===== src/rtl/xod_map.svh =====
`ifndef XOD_MAP_SVH
`define XOD_MAP_SVH

// ----------------------------------------------------------------
// Field positions within the addressing and scaled-address bytes
// ----------------------------------------------------------------
`define XOD_CLS_MSB 7
`define XOD_CLS_LSB 6
`define XOD_MID_MSB 5
`define XOD_MID_LSB 3
`define XOD_LOC_MSB 2
`define XOD_LOC_LSB 0

// ----------------------------------------------------------------
// Addressing class and locator codes
// ----------------------------------------------------------------
`define XOD_CLS_NODISP 2'h0
`define XOD_CLS_DISP8 2'h1
`define XOD_CLS_DISPW 2'h2
`define XOD_CLS_REG 2'h3
`define XOD_LOC_SIB 3'h4
`define XOD_LOC_DIRECT32 3'h5
`define XOD_LOC_DIRECT16 3'h6
`define XOD_IDX_NONE 3'h4
`define XOD_SCALE_X1 2'h0

// ----------------------------------------------------------------
// General register numbers
// ----------------------------------------------------------------
`define XOD_GR_A 3'h0
`define XOD_GR_B 3'h3
`define XOD_GR_SP 3'h4
`define XOD_GR_BP 3'h5
`define XOD_GR_SI 3'h6
`define XOD_GR_DI 3'h7

// ----------------------------------------------------------------
// Byte counts
// ----------------------------------------------------------------
`define XOD_BYTES_0 3'h0
`define XOD_BYTES_1 3'h1
`define XOD_BYTES_2 3'h2
`define XOD_BYTES_4 3'h4

// ----------------------------------------------------------------
// Selector codes
// ----------------------------------------------------------------
`define XOD_SEG_LAST_CODE 3'h5
`define XOD_CTL_0 3'h0
`define XOD_CTL_2 3'h2
`define XOD_CTL_3 3'h3
`define XOD_DBG_ADDR_LAST 3'h3
`define XOD_DBG_STATUS 3'h6
`define XOD_DBG_CONTROL 3'h7
`define XOD_TST_COMMAND 3'h6
`define XOD_TST_DATA 3'h7

`endif


===== src/rtl/xod_pkg.sv =====
package xod_pkg;

  typedef enum logic [2:0] {
    xod_seg_extra = 3'h0,
    xod_seg_code = 3'h1,
    xod_seg_stack = 3'h2,
    xod_seg_data = 3'h3,
    xod_seg_fourth = 3'h4,
    xod_seg_sixth = 3'h5
  } xod_seg_t;

  typedef enum logic [2:0] {
    xod_cc_overflow = 3'h0,
    xod_cc_below = 3'h1,
    xod_cc_zero = 3'h2,
    xod_cc_below_eq = 3'h3,
    xod_cc_sign = 3'h4,
    xod_cc_parity = 3'h5,
    xod_cc_less = 3'h6,
    xod_cc_less_eq = 3'h7
  } xod_cond_t;

  typedef enum logic [1:0] {
    xod_sc_none = 2'h0,
    xod_sc_control = 2'h1,
    xod_sc_debug = 2'h2,
    xod_sc_test = 2'h3
  } xod_spec_class_t;

  typedef enum logic [3:0] {
    xod_sp_none = 4'h0,
    xod_sp_machine_control_0 = 4'h1,
    xod_sp_machine_control_2 = 4'h2,
    xod_sp_machine_control_3 = 4'h3,
    xod_sp_bp_addr_0 = 4'h4,
    xod_sp_bp_addr_1 = 4'h5,
    xod_sp_bp_addr_2 = 4'h6,
    xod_sp_bp_addr_3 = 4'h7,
    xod_sp_breakpoint_status = 4'h8,
    xod_sp_breakpoint_control = 4'h9,
    xod_sp_tlb_test_command = 4'ha,
    xod_sp_tlb_test_data = 4'hb
  } xod_spec_t;

  typedef struct packed {
    logic valid;
    logic addr32;
    logic op32;
    logic [2:0] reg_sel;
    logic reg_high_byte;
    logic [2:0] opcode_ext;
    logic rm_is_reg;
    logic [2:0] rm_reg_sel;
    logic rm_high_byte;
    logic base_valid;
    logic [2:0] base_reg;
    logic index_valid;
    logic [2:0] index_reg;
    logic [1:0] scale;
    logic [2:0] disp_bytes;
    logic sib_follows;
    xod_seg_t ea_seg;
    logic ea_undefined;
    logic dst_is_reg_field;
    logic [2:0] operand_bytes;
    logic imm_sign_extend;
    xod_cond_t cond_sel;
    logic cond_negate;
    logic cond_true;
    xod_spec_t spec_reg;
    xod_seg_t seg_sel;
    logic invalid_encoding;
  } xod_dec_t;

endpackage


===== src/rtl/xod_decoder.sv =====
// Behaviour
// RQ1 - Scaled byte follows locator 100, class not 11; code does this only with 32-bit addressing
// RQ2 - Middle bits feed register select and opcode extension
// RQ3 - Address size picks 16-bit or 32-bit table
// RQ4 - 16-bit class displacements, locator pairs, direct 110
// RQ5 - 16-bit frame-pointer forms use stack segment
// RQ6 - 32-bit base register, locator 101 direct d32
// RQ7 - 32-bit frame-pointer forms use stack segment
// RQ8 - Class 11 selects byte or full register
// RQ9 - Scaled byte: base 101 direct, 100/101 stack
// RQ10 - Scaled byte displacements; other bases data segment
// RQ11 - Multiplier codes scale index by 1,2,4,8
// RQ12 - Index 100 means none; nonzero scale undefined
// RQ13 - Direction bit swaps source and destination roles
// RQ14 - Sign-extend 8-bit immediate when extension bit set
// RQ15 - Upper condition bits select, low bit negates
// RQ16 - Eight condition selectors map to flag tests
// RQ17 - Control selector codes 000, 010, 011 only
// RQ18 - Debug selector: four addresses, status, control
// RQ19 - Test selector: 110 command, 111 data
// RQ20 - Width flag picks byte or full operand
// RQ21 - Sizes from default bit, prefixes toggle
// RQ22 - Segment selector codes 000..101; 110/111 unused
// RQ23 - Flag unused selector codes as invalid encoding
// RQ24 - Report displacement length and scaled-byte presence
`timescale 1ns/10ps
`include "xod_map.svh"

module xod_decoder (
  input wire logic clk,
  input wire logic sys_rst,
  input wire logic dec_valid,
  input wire logic [7:0] modrm,
  input wire logic [7:0] sib,
  input wire logic code_seg_default_32,
  input wire logic real_or_v86,
  input wire logic opsize_prefix,
  input wire logic addrsize_prefix,
  input wire logic width_flag,
  input wire logic direction_flag,
  input wire logic imm_ext_flag,
  input wire logic imm_is_8bit,
  input wire logic [3:0] cond_code,
  input wire logic flag_overflow,
  input wire logic flag_carry,
  input wire logic flag_zero,
  input wire logic flag_sign,
  input wire logic flag_parity,
  input wire xod_pkg::xod_spec_class_t spec_class,
  input wire logic [2:0] spec_sel,
  input wire logic seg_sel_used,
  input wire logic [2:0] segment_selector_wide,
  output logic out_valid,
  output logic addr32,
  output logic op32,
  output logic [2:0] reg_sel,
  output logic reg_high_byte,
  output logic [2:0] opcode_ext,
  output logic rm_is_reg,
  output logic [2:0] rm_reg_sel,
  output logic rm_high_byte,
  output logic base_valid,
  output logic [2:0] base_reg,
  output logic index_valid,
  output logic [2:0] index_reg,
  output logic [1:0] scale,
  output logic [2:0] disp_bytes,
  output logic sib_follows,
  output xod_pkg::xod_seg_t ea_seg,
  output logic ea_undefined,
  output logic dst_is_reg_field,
  output logic [2:0] operand_bytes,
  output logic imm_sign_extend,
  output xod_pkg::xod_cond_t cond_sel,
  output logic cond_negate,
  output logic cond_true,
  output xod_pkg::xod_spec_t spec_reg,
  output xod_pkg::xod_seg_t seg_sel,
  output logic invalid_encoding
);
  import xod_pkg::*;

  // ----------------------------------------------------------------
  // Effective-address decode
  // ----------------------------------------------------------------
  logic addr32_w;
  logic op32_w;
  logic ea_rm_is_reg;
  logic ea_sib_follows;
  logic ea_base_valid;
  logic [2:0] ea_base_reg;
  logic ea_index_valid;
  logic [2:0] ea_index_reg;
  logic [1:0] ea_scale;
  logic [2:0] ea_disp_bytes;
  logic ea_undef_w;
  xod_seg_t ea_seg_w;

  // Real and virtual-8086 modes force the 16-bit default before toggling
  assign addr32_w = (code_seg_default_32 & ~real_or_v86) ^ addrsize_prefix; // [RQ21]
  assign op32_w = (code_seg_default_32 & ~real_or_v86) ^ opsize_prefix; // [RQ21]

  xod_ea_decode u_ea (
    .addr32(addr32_w), // [RQ3]
    .modrm(modrm),
    .sib(sib),
    .rm_is_reg(ea_rm_is_reg),
    .sib_follows(ea_sib_follows),
    .base_valid(ea_base_valid),
    .base_reg(ea_base_reg),
    .index_valid(ea_index_valid),
    .index_reg(ea_index_reg),
    .scale(ea_scale),
    .disp_bytes(ea_disp_bytes),
    .ea_undefined(ea_undef_w),
    .ea_seg(ea_seg_w)
  );

  // ----------------------------------------------------------------
  // Field decode
  // ----------------------------------------------------------------
  xod_dec_t dec_r;
  xod_dec_t dec_nxt;
  logic [2:0] mid_bits;
  logic [2:0] loc_bits;
  logic cond_raw;
  logic spec_bad;
  logic seg_bad;

  assign mid_bits = modrm[`XOD_MID_MSB:`XOD_MID_LSB];
  assign loc_bits = modrm[`XOD_LOC_MSB:`XOD_LOC_LSB];

  // Flag test per selector; negation applied afterwards
  always_comb begin
    case (xod_cond_t'(cond_code[3:1])) // [RQ15]
      xod_cc_overflow: cond_raw = flag_overflow; // [RQ16]
      xod_cc_below: cond_raw = flag_carry;
      xod_cc_zero: cond_raw = flag_zero;
      xod_cc_below_eq: cond_raw = flag_carry | flag_zero;
      xod_cc_sign: cond_raw = flag_sign;
      xod_cc_parity: cond_raw = flag_parity;
      xod_cc_less: cond_raw = flag_sign ^ flag_overflow;
      xod_cc_less_eq: cond_raw = flag_zero | (flag_sign ^ flag_overflow);
      default: cond_raw = 1'b0;
    endcase
  end

  // Special register selection and reserved-code detection
  xod_spec_t spec_w;
  always_comb begin
    spec_w = xod_sp_none;
    spec_bad = 1'b0;
    case (spec_class)
      xod_sc_control: begin
        case (spec_sel) // [RQ17]
          `XOD_CTL_0: spec_w = xod_sp_machine_control_0;
          `XOD_CTL_2: spec_w = xod_sp_machine_control_2;
          `XOD_CTL_3: spec_w = xod_sp_machine_control_3;
          default: spec_bad = 1'b1; // [RQ23]
        endcase
      end
      xod_sc_debug: begin
        if (spec_sel <= `XOD_DBG_ADDR_LAST) begin
          spec_w = xod_spec_t'(4'(xod_sp_bp_addr_0) + {2'h0, spec_sel[1:0]}); // [RQ18]
        end else if (spec_sel == `XOD_DBG_STATUS) begin
          spec_w = xod_sp_breakpoint_status; // [RQ18]
        end else if (spec_sel == `XOD_DBG_CONTROL) begin
          spec_w = xod_sp_breakpoint_control;
        end else begin
          spec_bad = 1'b1; // [RQ23]
        end
      end
      xod_sc_test: begin
        case (spec_sel) // [RQ19]
          `XOD_TST_COMMAND: spec_w = xod_sp_tlb_test_command;
          `XOD_TST_DATA: spec_w = xod_sp_tlb_test_data;
          default: spec_bad = 1'b1; // [RQ23]
        endcase
      end
      default: spec_w = xod_sp_none;
    endcase
  end

  // Codes past the sixth segment are not to be used
  assign seg_bad = seg_sel_used && (segment_selector_wide > `XOD_SEG_LAST_CODE); // [RQ22]

  always_comb begin
    dec_nxt = dec_r;
    dec_nxt.valid = dec_valid;
    if (dec_valid) begin
      dec_nxt.addr32 = addr32_w;
      dec_nxt.op32 = op32_w;
      // Byte operands: codes 4..7 are the high halves of A, C, D, B
      if (width_flag) begin
        dec_nxt.reg_sel = mid_bits; // [RQ2]
        dec_nxt.reg_high_byte = 1'b0;
        dec_nxt.rm_reg_sel = loc_bits; // [RQ8]
        dec_nxt.rm_high_byte = 1'b0;
      end else begin
        dec_nxt.reg_sel = {1'b0, mid_bits[1:0]}; // [RQ20]
        dec_nxt.reg_high_byte = mid_bits[2];
        dec_nxt.rm_reg_sel = {1'b0, loc_bits[1:0]}; // [RQ8]
        dec_nxt.rm_high_byte = loc_bits[2];
      end
      // Same bits also go out untouched for opcode-group decode
      dec_nxt.opcode_ext = mid_bits; // [RQ2]
      dec_nxt.rm_is_reg = ea_rm_is_reg;
      dec_nxt.base_valid = ea_base_valid;
      dec_nxt.base_reg = ea_base_reg;
      dec_nxt.index_valid = ea_index_valid;
      dec_nxt.index_reg = ea_index_reg;
      dec_nxt.scale = ea_scale; // [RQ11]
      dec_nxt.disp_bytes = ea_disp_bytes; // [RQ24]
      dec_nxt.sib_follows = ea_sib_follows; // [RQ24]
      dec_nxt.ea_seg = ea_seg_w;
      dec_nxt.ea_undefined = ea_undef_w; // [RQ12]
      dec_nxt.dst_is_reg_field = direction_flag; // [RQ13]
      if (!width_flag) begin
        dec_nxt.operand_bytes = `XOD_BYTES_1; // [RQ20]
      end else if (op32_w) begin
        dec_nxt.operand_bytes = `XOD_BYTES_4;
      end else begin
        dec_nxt.operand_bytes = `XOD_BYTES_2;
      end
      // Only an 8-bit immediate headed for a wider target is extended
      dec_nxt.imm_sign_extend = imm_ext_flag & imm_is_8bit & width_flag; // [RQ14]
      dec_nxt.cond_sel = xod_cond_t'(cond_code[3:1]); // [RQ15]
      dec_nxt.cond_negate = cond_code[0];
      dec_nxt.cond_true = cond_raw ^ cond_code[0]; // [RQ15]
      dec_nxt.spec_reg = spec_w;
      // Reserved segment codes map to data while seg_sel_used is set; otherwise they pass through
      dec_nxt.seg_sel = seg_bad ? xod_seg_data : xod_seg_t'(segment_selector_wide);
      dec_nxt.invalid_encoding = spec_bad | seg_bad; // [RQ23]
    end
  end

  always_ff @(posedge clk) begin
    if (sys_rst) begin
      dec_r <= '0;
    end else begin
      dec_r <= dec_nxt;
    end
  end

  // ----------------------------------------------------------------
  // Outputs
  // ----------------------------------------------------------------
  assign out_valid = dec_r.valid;
  assign addr32 = dec_r.addr32;
  assign op32 = dec_r.op32;
  assign reg_sel = dec_r.reg_sel;
  assign reg_high_byte = dec_r.reg_high_byte;
  assign opcode_ext = dec_r.opcode_ext;
  assign rm_is_reg = dec_r.rm_is_reg;
  assign rm_reg_sel = dec_r.rm_reg_sel;
  assign rm_high_byte = dec_r.rm_high_byte;
  assign base_valid = dec_r.base_valid;
  assign base_reg = dec_r.base_reg;
  assign index_valid = dec_r.index_valid;
  assign index_reg = dec_r.index_reg;
  assign scale = dec_r.scale;
  assign disp_bytes = dec_r.disp_bytes;
  assign sib_follows = dec_r.sib_follows;
  assign ea_seg = dec_r.ea_seg;
  assign ea_undefined = dec_r.ea_undefined;
  assign dst_is_reg_field = dec_r.dst_is_reg_field;
  assign operand_bytes = dec_r.operand_bytes;
  assign imm_sign_extend = dec_r.imm_sign_extend;
  assign cond_sel = dec_r.cond_sel;
  assign cond_negate = dec_r.cond_negate;
  assign cond_true = dec_r.cond_true;
  assign spec_reg = dec_r.spec_reg;
  assign seg_sel = dec_r.seg_sel;
  assign invalid_encoding = dec_r.invalid_encoding;

endmodule


===== src/rtl/xod_ea_decode.sv =====
`timescale 1ns/10ps
`include "xod_map.svh"

module xod_ea_decode (
  input wire logic addr32,
  input wire logic [7:0] modrm,
  input wire logic [7:0] sib,
  output logic rm_is_reg,
  output logic sib_follows,
  output logic base_valid,
  output logic [2:0] base_reg,
  output logic index_valid,
  output logic [2:0] index_reg,
  output logic [1:0] scale,
  output logic [2:0] disp_bytes,
  output logic ea_undefined,
  output xod_pkg::xod_seg_t ea_seg
);
  import xod_pkg::*;

  logic [1:0] cls;
  logic [2:0] loc;
  logic [1:0] ss;
  logic [2:0] idx;
  logic [2:0] bse;

  assign cls = modrm[`XOD_CLS_MSB:`XOD_CLS_LSB];
  assign loc = modrm[`XOD_LOC_MSB:`XOD_LOC_LSB];
  assign ss = sib[`XOD_CLS_MSB:`XOD_CLS_LSB];
  assign idx = sib[`XOD_MID_MSB:`XOD_MID_LSB];
  assign bse = sib[`XOD_LOC_MSB:`XOD_LOC_LSB];

  always_comb begin
    rm_is_reg = 1'b0;
    sib_follows = 1'b0;
    base_valid = 1'b1;
    base_reg = loc;
    index_valid = 1'b0;
    index_reg = `XOD_GR_A;
    scale = `XOD_SCALE_X1;
    disp_bytes = `XOD_BYTES_0;
    ea_undefined = 1'b0;
    ea_seg = xod_seg_data;
    if (cls == `XOD_CLS_REG) begin
      rm_is_reg = 1'b1; // [RQ8]
      base_valid = 1'b0;
    end else if (!addr32) begin
      // 16-bit table: pairs for locators 0..3, single pointers above
      case (loc)
        3'h0, 3'h1: base_reg = `XOD_GR_B; // [RQ4]
        3'h2, 3'h3: base_reg = `XOD_GR_BP;
        3'h4: base_reg = `XOD_GR_SI;
        3'h5: base_reg = `XOD_GR_DI;
        3'h6: base_reg = `XOD_GR_BP;
        default: base_reg = `XOD_GR_B;
      endcase
      index_valid = (loc < 3'h4);
      index_reg = loc[0] ? `XOD_GR_DI : `XOD_GR_SI;
      case (cls)
        `XOD_CLS_DISP8: disp_bytes = `XOD_BYTES_1; // [RQ4]
        `XOD_CLS_DISPW: disp_bytes = `XOD_BYTES_2;
        default: begin
          if (loc == `XOD_LOC_DIRECT16) begin
            base_valid = 1'b0; // [RQ4]
            disp_bytes = `XOD_BYTES_2;
          end
        end
      endcase
      if (base_valid && base_reg == `XOD_GR_BP) begin
        ea_seg = xod_seg_stack; // [RQ5]
      end
    end else if (loc == `XOD_LOC_SIB) begin
      sib_follows = 1'b1; // [RQ1]
      base_reg = bse;
      index_valid = (idx != `XOD_IDX_NONE); // [RQ12]
      index_reg = idx; // [RQ11]
      scale = ss; // [RQ11]
      ea_undefined = !index_valid && (ss != `XOD_SCALE_X1); // [RQ12]
      case (cls)
        `XOD_CLS_DISP8: disp_bytes = `XOD_BYTES_1; // [RQ10]
        `XOD_CLS_DISPW: disp_bytes = `XOD_BYTES_4;
        default: begin
          if (bse == `XOD_LOC_DIRECT32) begin
            base_valid = 1'b0; // [RQ9]
            disp_bytes = `XOD_BYTES_4;
          end
        end
      endcase
      if (base_valid && (bse == `XOD_GR_SP || bse == `XOD_GR_BP)) begin
        ea_seg = xod_seg_stack; // [RQ9]
      end
    end else begin
      case (cls)
        `XOD_CLS_DISP8: disp_bytes = `XOD_BYTES_1; // [RQ6]
        `XOD_CLS_DISPW: disp_bytes = `XOD_BYTES_4;
        default: begin
          if (loc == `XOD_LOC_DIRECT32) begin
            base_valid = 1'b0; // [RQ6]
            disp_bytes = `XOD_BYTES_4;
          end
        end
      endcase
      if (base_valid && loc == `XOD_GR_BP) begin
        ea_seg = xod_seg_stack; // [RQ7]
      end
    end
  end

endmodule


===== config.mk =====
export PLATFORM = sky130hd
export DESIGN_NAME = xod_decoder
export DESIGN_NICKNAME = d
export VERILOG_FILES = /design/src/rtl/xod_pkg.sv /design/src/rtl/xod_decoder.sv /design/src/rtl/xod_ea_decode.sv
export VERILOG_INCLUDE_DIRS = /design/src /design/src/rtl
export SDC_FILE = /design/constraint.sdc
export NUM_CORES = 1
export LEC_CHECK = 0
export BUFFER_PORTS_ARGS = -buffer_cell sky130_fd_sc_hd__buf_4
export CELL_PAD_IN_SITES_DETAIL_PLACEMENT = 1
export CELL_PAD_IN_SITES_GLOBAL_PLACEMENT = 1
export CORE_MARGIN = 1
export CORE_UTILIZATION = 33
export DETAILED_ROUTE_END_ITERATION = 6
export PLACE_DENSITY_LB_ADDON = 0.3
export SLEW_MARGIN = 20
export SYNTH_ARGS = -nofsm -noshare
export SYNTH_HDL_FRONTEND = slang
export SYNTH_SLANG_ARGS = --single-unit

===== constraint.sdc =====
create_clock -name clk -period 1.7 [get_ports clk]
set_clock_uncertainty 0.05 [all_clocks]
set_input_delay 0 -clock clk [delete_from_list [all_inputs] [get_ports clk]]
set_output_delay 0 -clock clk [all_outputs]
set_load 0.02 [all_outputs]

Word level (Yosys, flattened, before mapping)
Index checks and enable logic that the tools add are counted.

Word-level logic and storage cells: 155. Output and inout port bits: 51. Register bits: 51.

Muxes and demuxes: 73. Add/sub/neg operators: 1. Bitwise operators: 11. Magnitude comparators: 3. Equality and inequality tests: 26. Reductions and logical operators: 14.

Operators with widths (count): $mux 3 (19); $eq 3x3->1 const B (12); $mux 1 (36); $mux 4 (5); $eq 3x2->1 const B (6); $pmux 3 s2 (3); $pmux 4 s3 (1); $pmux 3 s3 (1); $eq 2x2->1 const B (4); $mux 2 (4); $pmux 1 s8 (1); $pmux 4 s2 (1); $logic_not 3->1 (2); $pmux 2 s3 (1); $reduce_or 3->1 (2); $logic_and 1x1->1 (5); $add 3x2->4 const A (1); $eq 2x1->1 const B (2); $reduce_or 2->1 (2); $xor 1x1->1 (4); $and 1x1->1 (3); $eq 3x1->1 const B (1); $gt 3x3->1 const B (1); $le 3x2->1 const B (1); 8 further kinds (10).

Longest topological paths before layout
Depth in word-level cells: 11. Depth in mapped cells: 6.

Hierarchy
A second synthesis with hierarchy kept.

Cells, all modules: 262. Area total of the unflattened synthesis: 2306.0 um2.

By module, submodules not included: xod_decoder (area an instance 1909.3 um2, seq. area each 980.9 um2, cells an instance 204, times used 1); xod_ea_decode (area an instance 396.6 um2, seq. area each 0.0 um2, cells an instance 58, times used 1).

Worst setup path after synthesis
Ideal clock, no wire load.

Path kind: input -> register. Start point: in modrm[6]. End point: reg dec_r (netlist bit ea_undefined). Data arrival time: 1110 ps. Path buffers: 1. Stages on the path: 6. Setup time: 70 ps. Path slack: 469 ps. Required time: 1580 ps. Cells stage by stage: ha_1 > nand2b_1 > clkbuf_1 > nor3b_4 > o2111ai_1 > a21oi_1.

Cells in the longest elaborated chain, start to end: 2.

RTL lines: start: declaration (RTL line xod_decoder.sv:33) `input wire logic [7:0] modrm,`; $eq 2x2->1 (no source line); $mux 1 (RTL line xod_ea_decode.sv:44) `` if (cls == `XOD_CLS_REG) begin ``; end signal: assignment (RTL line xod_decoder.sv:241) `dec_r <= dec_nxt;`; end: declaration (RTL line xod_decoder.sv:122) `xod_dec_t dec_r;`.

No other way between the ends. A chain may end at the register's enable or synchronous reset.

Worst setup path in the final report
Same ends and word-level chain as after synthesis.

==> metrics.md <==
| Metric | Value |
|---|---|
| Peak clock frequency supported by timing | 641 MHz |
| Die Ht | 83.0 µm |
| Die width | 83.0 µm |
| Total grt overflow | 0 |
| Core region area | 0.00635 mm² |
| DP Cell Count | 417 |
| Synthesized instance count | 262 |
| TritonCTS clock tree | done |
| DR DRC count | 0 |
| Run status | completed |
| Share of the cycle needed by the critical path after routing | 91.8% |
| Internal Dissipation | 1.92 mW |
| Filler Cells Inserted | 767 |
| Worst supply voltage drop on vdd | 375 µV |
| Master cell of the clock root buffer | clkbuf_8 |
| Router iterations before antenna repair | 4 |
| Launch point of the worst reg-to-reg path | cond_true |
| Fraction of layout cells with a size suffix above 1 | 30.3% |
| Power density over the cells | 807 mW/mm² |
| Switching power summed over all nets | 0.780 mW |
| Number of port buffers | 94 |
| Total of max-cap violations | 0 |
| Max-slew violation total from the final report | 0 |
| Post-synthesis instance area | 0.00217 mm² |
| Depth of the worst register-to-register path | 3 |
| Final estimated routing congestion in global placement | 0.806 |
| Number of antenna cells inserted | 0 |
| Row Count | 29 |
| Slowest cell on the critical path | dlygate4sd3_1 |
| Unrepaired setup endpoints after global routing | no |
| Leakage power | 1.50 nW |
| Worst-case setup margin in the final layout | 0.140 ns |
| Layout net count | 426 |
| Drt via density | 5.16 |
| Number of DRC markers after the initial detailed-route iteration | 46 |
| Total nets after synthesis | 310 |
| # resized after CTS | 0 |
| Largest fanout on the critical path | 6 |
| Avg Inst Size Synth | 8.27 µm² |
| H-tree depth | 2 |
| Endpoint required time on the critical path | 1.89 ns |
| Number of global-route vias before repair | 2280 |
| Worst slack, placed | 0.335 ns |
| Post-DP HPWL | 4620 µm |
| Clock transition time at the flip-flop clock pins of the worst setup and hold paths | 0.10 ns |
| Detail Route Antenna Nets | 0 |
| Crit end category | register |
| Leading register cell type out of synthesis | dfxtp_1 |
| Ys Warns | 0 |
| Post-route setup TNS | 0 ns |
| Capturing element of the worst setup path | ea_undefined |
| Endpoint of the lowest-slack register-to-register path | cond_true |
| Final Routed Wirelength | 6980 µm |
| Clock Power Share | 32.2% |
| Crit path kind | primary input to register |
| Switching share of power | 28.9% |
| Routed length per placed instance | 15.3 µm |
| Maximum number of pins on one net before global-route repair | 32 |
| Slowest stage delay, CP | 0.58 ns |
| Shortest clock period the worst path allows after layout | 1.56 ns |
| Aggregate global-route resource usage | 20.5% |
| Later-pin clock latency in the skew report | 0.30 ns |
| Most area-hungry cell type in the Yosys netlist | dfxtp_1 |
| CP bufs+invs | 2 |
| Post-synthesis register bit count | 48 |
| Fin cells | 456 |
| Area contributors post-synth | dfxtp_1, nor2_1, a21oi_1, mux2i_1, nand2_1 |
| Arrival time of the worst setup path | 1.75 ns |
| Slack of the worst reg-to-reg path | 0.88 ns |
| Post-synth EDFFs | 0 |
| Crit path max-delay family | buffers and inverters |
| Critical path startpoint | modrm[6] |
| I/O pin cnt | 96 |
| List of cells traversed by the critical path | buf_4 > ha_1 > nand2b_1 > nor3b_4 > o2111ai_1 > dlygate4sd3_1 > a21oi_1 |
| Num CTS Buffers | 5 |
| Share of power burned in registers | 45.1% |
| Sink Count | 48 |
| Number of hold-slack violations in the final timing report | 0 |
| Sequential fraction of the synthesis area | 44.3% |
| Number of logic stages on the critical path including buffering | 7 |
| Type of the most critical hold path | primary input to register |
| Flip-flop count of the largest register, all copies and words added | 4 |
| Worst-case hold slack | 0.0173 ns |
| Kind of start point of the critical path | primary input |
| Top-area cell type share of the netlist area | 44.3% |
| Power after layout | 2.70 mW |
| Area of the die | 0.00689 mm² |
| Setup-violating endpoint count in the final report | 0 |
| Antenna violations before repair | 0 |
| Wire length of the first global-routing pass | 11500 µm |
| Count of distinct cell types in the synthesized netlist | 43 |
| Clock Path Buffers | 2 |
| Total vias in the final route | 2351 |
| Fraction of synthesis flops using an asynchronous set or reset pin | 0% |
| Starting Density | 34.1% |
| Gate power share | 22.7% |
| Synthesis-to-layout area growth | 54.4% |
## cell type report
| type | instances | area (µm²) | share of cell area [%] |
|---|---|---|---|
| well taps | 77 | 96.3 | 2.88 |
| flip-flops and latches | 48 | 961 | 28.7 |
| clock buffers | 5 | 68.8 | 2.06 |
| clock inverters | 3 | 46.3 | 1.38 |
| repair buffers | 132 | 1080 | 32.1 |
| multi-input cells | 187 | 1080 | 32.4 |
| inverters | 4 | 15.0 | 0.449 |
## placed cells by master, fill, tap and decap left out, types with 4 or more instances in the layout
cell type      Yosys  layout
a211oi_1           4       4
a21oi_1           30      30
a22oi_1            5       5
buf_4              4     102
clkbuf_8           0       5
dfxtp_1           48      48
dlygate4sd3_1      0      29
inv_1              4       4
mux2i_1           12      12
nand2_1           25      25
nand3_1            9       9
nor2_1            41      41
nor3_1             8       8
o21ai_0            7       7
xnor2_1            4       4
## cell families after synthesis
| family | count (synthesis) | share of synthesized area (%) |
|---|---|---|
| AOI/OAI and AO/OA | 63 | 17.8 |
| xor gates and xnor gates | 6 | 2.42 |
| adders and majority gates | 3 | 1.73 |
| buffers and inverters | 27 | 5.66 |
| DFF | 48 | 44.3 |
| muxes | 12 | 5.54 |
| other | 1 | 0.173 |
| and+or+nand+nor | 102 | 22.3 |
## repair_timing
item,in CTS,in global routing
hold buffers,29,0
setup endpoints to repair,0,1
endpoints found under the hold margin,28,0
setup buffers,0,2
## routing by layer
| layer | global-route usage (%) | vias to the layer above | share of wire (%) |
|---|---|---|---|
| met3 | 3.88 | 8 | 5.0 |
| met2 | 35.0 | 77 | 50 |
| met1 | 26.1 | 1134 | 44 |
| li1 | - | 1132 | - |
| met4 | 6.27 | 0 | 1.4 |
| met5 | 0 | - | 0 |
## power groups by stage
stage	logic (mW)	clock network (mW)	registers (mW)
global route	0.663	0.942	1.23
floorplan	0.232	0	1.31
global placement	0.551	0	1.24
CTS	0.611	0.894	1.22
detailed placement	0.558	0	1.24
finish	0.613	0.870	1.22
## worst min path at each step
stage	startpoint	to	slack, ns	cells after the start
floorplan	spec_sel[0]	spec_reg[0]	0.09	2
global route	modrm[1]	base_valid	0.02	3
global placement	direction_flag	dst_is_reg_field	0.18	3
finish	sys_rst	out_valid	0.02	2
CTS	modrm[1]	base_valid	0.001	3
detailed placement	modrm[4]	reg_sel[1]	0.21	3
## per-stage QoR
stage               utilization [%]  cell area [µm²]
floorplan                         -             2170
global placement               46.1             2930
detailed placement             46.1             2930
CTS                            52.5             3330
global route                   52.7             3350
finish                         52.7             3350
## cell usage after synthesis, types with 2 or more instances
cell type / count
nor2b_1: 3
nor2_1: 41
nor3b_1: 2
a21o_1: 2
xnor2_1: 4
nand2b_1: 2
xor2_1: 2
a2bb2oi_1: 2
o21ai_0: 7
clkbuf_1: 9
nor4_1: 2
buf_2: 4
nand3_1: 9
a22oi_1: 5
inv_1: 4
buf_4: 4
dfxtp_1: 48
o2bb2ai_1: 2
a31oi_1: 3
a211oi_1: 4
nor3_1: 8
nand4_1: 3
a21oi_1: 30
o2111ai_1: 2
mux2i_1: 12
buf_1: 5
nand2_1: 25
ha_1: 3
Note: power is estimated with default switching activity, not from simulation.
